===== src/trap_pkg.sv =====
// Package holding the encodings and layout constants of the conditional trap unit.
// Assumes a 32-bit instruction word and 32-bit general registers.
package trap_pkg;

	// ----------------------------------------------------------------
	// Word layout
	// ----------------------------------------------------------------
	localparam int unsigned WORD_W      = 32;         // Instruction and operand width.
	localparam int unsigned OPC_HI      = 31;         // Primary opcode top bit.
	localparam int unsigned OPC_LO      = 26;         // Primary opcode bottom bit.
	localparam int unsigned SUB_HI      = 20;         // Immediate sub-opcode top bit.
	localparam int unsigned SUB_LO      = 16;         // Immediate sub-opcode bottom bit.
	localparam int unsigned FN_HI       = 5;          // Function field top bit.
	localparam int unsigned FN_LO       = 0;          // Function field bottom bit.
	localparam int unsigned IMM_HI      = 15;         // Immediate top bit.
	localparam int unsigned IMM_LO      = 0;          // Immediate bottom bit.
	localparam int unsigned CODE_HI     = 15;         // Software code field top bit.
	localparam int unsigned CODE_LO     = 6;          // Software code field bottom bit.

	// ----------------------------------------------------------------
	// Opcode encodings
	// ----------------------------------------------------------------
	localparam logic [5:0] OPC_FUNCTION_CODED_OPCODE_GROUP = 6'h00; // Function-coded group.
	localparam logic [5:0] OPC_REGISTER_IMMEDIATE_OPCODE_GROUP = 6'h01; // Immediate group.
	localparam logic [5:0] FN_TRAP_LT_REG_SIGNED   = 6'h32; // Register signed less-than.
	localparam logic [5:0] FN_TRAP_LT_REG_UNSIGNED = 6'h33; // Register unsigned less-than.
	localparam logic [5:0] FN_TRAP_NE_REG          = 6'h36; // Register not-equal.
	localparam logic [4:0] SUB_TRAP_LT_IMM_SIGNED   = 5'h0a; // Immediate signed less-than.
	localparam logic [4:0] SUB_TRAP_LT_IMM_UNSIGNED = 5'h0b; // Immediate unsigned less-than.
	localparam logic [4:0] SUB_TRAP_NE_IMM          = 5'h0e; // Immediate not-equal.

	// ----------------------------------------------------------------
	// Architecture release and reset values
	// ----------------------------------------------------------------
	localparam logic [3:0]  RELEASE_IMM_WITHDRAWN = 4'h6;   // Release lacking immediate traps.
	localparam logic        TRAP_RESET            = 1'b0;   // Trap output after reset.
	localparam logic [31:0] WORD_RESET            = 32'h0;  // Word registers after reset.

	// Trap form selected by the decoder.
	typedef enum logic [2:0] {
		FORM_NONE    = 3'b000,
		FORM_LT_S    = 3'b001,
		FORM_LT_U    = 3'b010,
		FORM_NE      = 3'b011,
		FORM_LT_IS   = 3'b100,
		FORM_LT_IU   = 3'b101,
		FORM_NE_I    = 3'b110
	} trap_form_t;

endpackage


===== src/trap_decoder.sv =====
// Decoder that names the trap form held in an instruction word.
// Assumes the word is stable in the cycle it is presented; purely combinational.
`timescale 1ns/1ps
module trap_decoder
	import trap_pkg::*;
(
	input  wire logic [31:0]          i_insn,        // Instruction word.
	input  wire logic [3:0]           i_release,     // Configured architecture release.
	output trap_pkg::trap_form_t      o_form,        // Decoded trap form.
	output logic                      o_uses_imm     // High for immediate forms.
);
	import trap_pkg::*;

	// ----------------------------------------------------------------
	// Field extraction
	// ----------------------------------------------------------------
	logic [5:0] opc;   // Primary opcode.
	logic [5:0] fn;    // Function field.
	logic [4:0] sub;   // Immediate sub-opcode.
	logic       imm_ok; // Immediate forms exist in this release.

	// Split the word; the software code field is never read here.
	always_comb begin
		opc    = i_insn[OPC_HI:OPC_LO];
		fn     = i_insn[FN_HI:FN_LO];
		sub    = i_insn[SUB_HI:SUB_LO];
		imm_ok = (i_release != RELEASE_IMM_WITHDRAWN);
	end

	// Priority-free decode: each form has a unique opcode pair.
	always_comb begin
		o_form = FORM_NONE;
		if (opc == OPC_FUNCTION_CODED_OPCODE_GROUP) begin
			if (fn == FN_TRAP_LT_REG_SIGNED) begin
				o_form = FORM_LT_S;
			end else if (fn == FN_TRAP_LT_REG_UNSIGNED) begin
				o_form = FORM_LT_U;
			end else if (fn == FN_TRAP_NE_REG) begin
				o_form = FORM_NE;
			end
		end else if (opc == OPC_REGISTER_IMMEDIATE_OPCODE_GROUP && imm_ok) begin
			if (sub == SUB_TRAP_LT_IMM_SIGNED) begin
				o_form = FORM_LT_IS;
			end else if (sub == SUB_TRAP_LT_IMM_UNSIGNED) begin
				o_form = FORM_LT_IU;
			end else if (sub == SUB_TRAP_NE_IMM) begin
				o_form = FORM_NE_I;
			end
		end
		o_uses_imm = (o_form == FORM_LT_IS) || (o_form == FORM_LT_IU) || (o_form == FORM_NE_I);
	end

endmodule


===== src/trap_compare.sv =====
// Comparator giving signed less-than, unsigned less-than and not-equal of two words.
// Assumes both operands are already 32 bits wide; purely combinational.
`timescale 1ns/1ps
module trap_compare
	import trap_pkg::*;
(
	input  wire logic [31:0] i_a,        // First operand.
	input  wire logic [31:0] i_b,        // Second operand.
	output logic             o_lt_s,     // First below second, signed.
	output logic             o_lt_u,     // First below second, unsigned.
	output logic             o_ne        // Operands differ in some bit.
);
	import trap_pkg::*;

	// One subtraction serves both orderings, which saves a second carry chain.
	logic [32:0] diff; // Zero-extended difference, carry out in bit 32.

	// Borrow gives unsigned order; sign bits fix it up for signed order.
	always_comb begin
		diff   = {1'b0, i_a} - {1'b0, i_b};
		o_lt_u = diff[32];
		if (i_a[31] != i_b[31]) begin
			o_lt_s = i_a[31];
		end else begin
			o_lt_s = diff[32];
		end
		o_ne   = (i_a != i_b);
	end

endmodule


===== src/conditional_trap_unit.sv =====
// Conditional trap unit: decodes the six trap forms, compares, raises a trap request.
// Assumes operands arrive from the register file in the same cycle as the valid word.
// Functional notes
// - Register signed less-than traps when first smaller.
// - Register unsigned less-than traps when first smaller.
// - Register not-equal traps when any bit differs.
// - Immediate signed less-than uses sign-extended immediate.
// - Immediate unsigned less-than sign-extends, compares unsigned.
// - Immediate not-equal compares with sign-extended immediate.
// - Software code field never affects the decision.
// - Register signed form: opcode 000000, function 110010.
// - Immediate signed form: opcode 000001, field 01010.
// - Immediate unsigned form: opcode 000001, field 01011.
// - Immediate not-equal form: opcode 000001, field 01110.
// - Immediate forms withdrawn in release six.
// - Unsigned immediate thresholds only at range ends.
`timescale 1ns/1ps
module conditional_trap_unit
	import trap_pkg::*;
(
	input  wire logic        i_ref_clk,     // Core clock, 200 MHz.
	input  wire logic        i_rstn,        // Asynchronous active-low reset.
	input  wire logic        i_valid,       // Instruction word and operands valid.
	input  wire logic [31:0] i_insn,        // Instruction word.
	input  wire logic [31:0] i_first_source_reg,  // Value of the first source register.
	input  wire logic [31:0] i_second_source_reg, // Value of the second source register.
	input  wire logic [3:0]  i_release,     // Configured architecture release, held static.
	output logic             o_trap,        // Trap request, one-cycle pulse.
	output logic             o_trap_insn_valid, // Valid trap-form instruction seen, pulse.
	output logic [31:0]      o_trap_insn    // Word of the last evaluated trap form.
);
	import trap_pkg::*;

	// ----------------------------------------------------------------
	// Reset release
	// ----------------------------------------------------------------
	logic rst_meta_r; // First stage, read only by the second.
	logic rst_sync_r; // Released reset used by the rest of the block.

	// Assertion is immediate; release waits two clock edges to avoid metastability.
	always_ff @(posedge i_ref_clk or negedge i_rstn) begin
		if (!i_rstn) begin
			rst_meta_r <= 1'b0;
			rst_sync_r <= 1'b0;
		end else begin
			rst_meta_r <= 1'b1;
			rst_sync_r <= rst_meta_r;
		end
	end

	// ----------------------------------------------------------------
	// Decode and operand selection
	// ----------------------------------------------------------------
	trap_form_t  form;       // Decoded trap form.
	logic        uses_imm;   // Form compares against the immediate.
	logic [31:0] imm_ext;    // Sign-extended immediate.
	logic [31:0] opnd_b;     // Second comparison operand.
	logic        lt_s;       // Signed less-than result.
	logic        lt_u;       // Unsigned less-than result.
	logic        ne;         // Not-equal result.
	logic        cond;       // Trap condition of the current form.

	trap_decoder u_trap_decoder (
		.i_insn     (i_insn),
		.i_release  (i_release),
		.o_form     (form),
		.o_uses_imm (uses_imm)
	);

	// Immediate forms sign-extend; register forms take the second register whole.
	always_comb begin
		imm_ext = {{16{i_insn[IMM_HI]}}, i_insn[IMM_HI:IMM_LO]};
		// Unsigned immediate also sign-extends, so only the range ends are reachable.
		opnd_b  = uses_imm ? imm_ext : i_second_source_reg;
	end

	trap_compare u_trap_compare (
		.i_a    (i_first_source_reg),
		.i_b    (opnd_b),
		.o_lt_s (lt_s),
		.o_lt_u (lt_u),
		.o_ne   (ne)
	);

	// Pick the comparison that the form asks for; bits 15:6 play no part.
	always_comb begin
		case (form)
			FORM_LT_S:  cond = lt_s;
			FORM_LT_U:  cond = lt_u;
			FORM_NE:    cond = ne;
			FORM_LT_IS: cond = lt_s;
			FORM_LT_IU: cond = lt_u;
			FORM_NE_I:  cond = ne;
			default:    cond = 1'b0;
		endcase
	end

	// ----------------------------------------------------------------
	// Output registers
	// ----------------------------------------------------------------
	logic        trap_nxt;  // Next trap pulse.
	logic        seen_nxt;  // Next trap-form pulse.
	logic [31:0] word_nxt;  // Next captured word.
	logic        trap_r;    // Registered trap pulse.
	logic        seen_r;    // Registered trap-form pulse.
	logic [31:0] word_r;    // Captured word, held until the next trap form.

	// A false condition leaves the trap low; the pipeline simply moves on.
	always_comb begin
		trap_nxt = i_valid && cond;
		seen_nxt = i_valid && (form != FORM_NONE);
		word_nxt = seen_nxt ? i_insn : word_r;
	end

	// Registers only; all decisions live in the process above.
	always_ff @(posedge i_ref_clk or negedge rst_sync_r) begin
		if (!rst_sync_r) begin
			trap_r <= TRAP_RESET;
			seen_r <= TRAP_RESET;
			word_r <= WORD_RESET;
		end else begin
			trap_r <= trap_nxt;
			seen_r <= seen_nxt;
			word_r <= word_nxt;
		end
	end

	always_comb begin
		o_trap            = trap_r;
		o_trap_insn_valid = seen_r;
		o_trap_insn       = word_r;
	end

	// ----------------------------------------------------------------
	// Assertions
	// ----------------------------------------------------------------
	logic [31:0] sx_imm; // Helper sign extension independent of the datapath.
	assign sx_imm = {{16{i_insn[15]}}, i_insn[15:0]};

	logic is_rr;   // Register group opcode.
	logic is_ri;   // Immediate group opcode, release permitting.
	assign is_rr = (i_insn[31:26] == 6'h00);
	assign is_ri = (i_insn[31:26] == 6'h01) && (i_release != 4'h6);

	// ----------------------------------------------------------------
	// Recognition, hold and reset checks
	// ----------------------------------------------------------------
	logic is_rr_form; // Register group word carrying one of the three trap functions.
	logic is_ri_form; // Immediate group word carrying one of the three trap sub-opcodes.
	assign is_rr_form = is_rr && (i_insn[5:0] == 6'h32 || i_insn[5:0] == 6'h33 ||
		i_insn[5:0] == 6'h36);
	assign is_ri_form = is_ri && (i_insn[20:16] == 5'h0a || i_insn[20:16] == 5'h0b ||
		i_insn[20:16] == 5'h0e);
endmodule


===== config.mk =====
export PLATFORM = sky130hd
export DESIGN_NAME = conditional_trap_unit
export DESIGN_NICKNAME = d
export VERILOG_FILES = /design/src/trap_pkg.sv /design/src/trap_decoder.sv /design/src/trap_compare.sv /design/src/conditional_trap_unit.sv
export SDC_FILE = /design/constraint.sdc
export NUM_CORES = 1
export LEC_CHECK = 0
export BUFFER_PORTS_ARGS = -buffer_cell sky130_fd_sc_hd__buf_4
export CORE_ASPECT_RATIO = 1.1
export CORE_UTILIZATION = 45
export DETAILED_ROUTE_END_ITERATION = 7
export GPL_TIMING_DRIVEN = 1
export PLACE_DENSITY_LB_ADDON = 0.12
export SETUP_SLACK_MARGIN = 0.1
export SLEW_MARGIN = 20
export SYNTH_ARGS = -nofsm -noshare
export SYNTH_HDL_FRONTEND = slang
export SYNTH_HIERARCHICAL = 1
export SYNTH_SLANG_ARGS = --single-unit

===== constraint.sdc =====
create_clock -name i_ref_clk -period 1.4 [get_ports i_ref_clk]
set_input_delay 0.28 -clock i_ref_clk [delete_from_list [all_inputs] [get_ports i_ref_clk]]
set_output_delay 0.28 -clock i_ref_clk [all_outputs]
set_load 0.005 [all_outputs]

==> flow_summary.ini <==
[synth]
ys_seq_area_share_pct = 33.7
netlist_area_um2 = 2670
synth_top_cell_by_area = dfrtp_1
avgSynthCellArea_um2 = 9.75
yosysWarningCount = 6
async_flop_share_pct = 100
ys_types = 37
synth_edf_count = 0
syn_inst = 274
ys.flop_type = dfrtp_1
syn_nets = 409
synth_area_leaders = dfrtp_1 34%, mux2_2 19%, ha_1 15%
synth_top_area_share_pct = 33.7
synth_seq_cells = 36

[final_layout]
antennaDiodeCount = 0
n_fill_cell = 343
nets = 597
area_growth_pct = 76.0
layout_commonest_cell = buf_4
drive_gt1_share_pct = 60.5
final_cell_mix = 170 x buf_4, 50 x inv_1, 36 x dfrtp_1, 32 x mux2_2, 26 x ha_1

[die]
die_area_um2 = 6250
die_w_um = 75.5
row_count = 29
initial_core_util_pct = 46.6
dieHeight_um = 82.8
core_um2 = 5730
io_pins = 137

[clocking]
cts_tree = done
clock_sinks = 36
htree_levels = 2
clock_latency_ns = 0.29
cts_buffer_depth = 2
ctsRootBufferMaster = clkbuf_8
cts_buffers = 5
clk_pin_slew_ns = 0.08

[worst_setup_path]
cp_data_required_time_ns = 1.62
crit_family = compound AO/OA/AOI/OAI gates
path_class = in -> reg
startpoint_type = primary input
slowest_stage = mux2_2
critPathMaxStageDelay_ns = 0.33
arrival_ns = 3.27
crit_path_max_fanout = 5
cpMostUsedCell = buf_6
crit_path_end_kind = flop
cp_cell_sequence = buf_6 > and4b_1 > nand4_1 > a21oi_4 > buf_6 > mux2_2 > inv_1 > ha_1 > a21oi_1 > o21ai_0 > a221oi_2 > buf_4 > nor3_4 > o32ai_2 > mux2_4 > nand3b_1 > a31oi_1
cp.buffers_inverters = 4

[power]
internal_power_uw = 2220
p_sw_uw = 773
p_seq_share_pct = 37.4
ir_worst_vdd_mv = 0.761
leakagePower_uw = 0.00263
finalPower_uw = 2990
p_clk_share_pct = 34.5
swShare_pct = 25.8
p_comb_share_pct = 28.1
p_per_area_nw_per_um2 = 636

[detailed_routing]
drc = 0
first_pass_iters = 4
via_per_inst = 5.15
vias = 2782
wl_um = 8840
wire_per_inst_um = 16.4
ant_nets = 0
drt_iter0_drc = 92

[run]
maxCapViolations = 0

[timing]
hold_viol = 0
holdWs_ns = 0.212
finalSetupViolCount = 34
fmax_mhz = 328
fin_ws_ns = -1.65
fin_tns_setup_ns = -18.28
period_needed_ns = 3.05
skew_ns = 0.00749
min_period_over_period_pct = 218
drv_slew = 0
rsz0062_at_grt = yes

[global_routing]
grt_pass1_vias = 2948
grt_antenna_before_repair = 0
grt_start_max_net_pins = 35
grt.overflow.total = 0
grtUsageTotal_pct = 29.0
grt_pass1_wl_um = 13700

[placement]
io_buffers = 136
gp_congestion = 0.826
hpwl_um = 5600
dp_slack_ns = -2.00

[status]
status = complete, but fails checks
violations = negative setup slack

[hold_path]
hp-class = in -> reg
==> logic make-up (layout without fill, tap and decap cells) <==
| family | count (synthesis) | in the layout | share of synthesized area (%) |
|---|---|---|---|
| multiplexers | 48 | 48 | 20.2 |
| other | 1 | 1 | 0.140 |
| AO/OA/AOI/OAI | 50 | 50 | 10.8 |
| AND/OR/NAND/NOR | 42 | 44 | 9.88 |
| XOR/XNOR | 1 | 1 | 0.328 |
| flip-flops | 36 | 36 | 33.7 |
| buffers and inverters | 64 | 251 | 9.92 |
| adder cells (fa/ha/maj) | 32 | 32 | 15.0 |
==> registers in the layout, indices dropped and copies added, names as in the netlist <==
register and flops:
rst_meta_r 1, rst_sync_r 1, o_trap_insn_valid 1, o_trap 1, o_trap_insn 32
==> synthesized netlist by cell type (4+ instances only) <==
cell	count
inv_1	56
nand2_1	12
mux2_2	46
nand4_1	6
o21ai_0	20
dfrtp_1	36
a21oi_1	18
nand3_1	4
ha_1	32
==> metrics by stage <==
stage	utilization, %	cell area, um2	cells
floorplan	-	2720	274
global placement	70.0	4010	508
detailed placement	70.0	4010	508
CTS	81.7	4680	544
global route	82.1	4700	540
finish	82.1	4700	540
==> power by group through the flow <==
stage          Clock, uW  Combinational (uW)  Sequential [uW]
4_1_cts             1020                 797             1110
6_report            1030                 840             1120
3_5_place_dp           0                 723             1130
3_3_place_gp           0                 699             1130
5_1_grt             1070                 916             1120
2_1_floorplan          0                 271             1150
==> final timing paths <==
| check | to | start | depth (start not counted) | slack (ns) |
|---|---|---|---|---|
| max | o_trap$_DFF_PN0_ | i_insn[20] | 17 | -1.65 |
| min | o_trap_insn[20]$_DFFE_PN0P_ | i_insn[20] | 2 | 0.21 |
| max reg2reg | o_trap_insn[31]$_DFFE_PN0P_ | o_trap_insn[31]$_DFFE_PN0P_ | 1 | 0.61 |
| min reg2reg | o_trap_insn_valid$_DFF_PN0_ | rst_sync_r$_DFF_PN0_ | 1 | 0.30 |
| max in group asynchronous | o_trap_insn[4]$_DFFE_PN0P_ | rst_sync_r$_DFF_PN0_ | 1 | 0.79 |
| min in group asynchronous | o_trap_insn_valid$_DFF_PN0_ | rst_sync_r$_DFF_PN0_ | 1 | 0.30 |
==> repair_timing <==
action                     CTS  global route
hold endpoints to repair     2             0
setup endpoints to repair   34            34
resized for setup           57            19
setup buffers               34             8
hold buffers                 1             0
cloned                       6             0
pin swaps                   11             7
==> final cells by class <==
cell class                      instances  area, um2  area share (%)
Clock buffer                            7       96.3            2.05
Tap cell                               77       96.3            2.05
Sequential cell                        36        901            19.1
Clock inverter                          1       30.0           0.638
Timing Repair Buffer                  187       1560            33.2
Multi-Input combinational cell        176       1810            38.4
Inverter                               56        210            4.47
==> per-layer routing <==
| layer | share of wire [%] | vias up | GRT usage (%) |
|---|---|---|---|
| li1 | - | 1330 | - |
| met1 | 37 | 1343 | 31.0 |
| met2 | 55 | 94 | 54.7 |
| met3 | 6.2 | 15 | 6.67 |
| met4 | 1.5 | 0 | 7.41 |
| met5 | 0 | - | 0 |
Power figures use the tool's default switching activity.
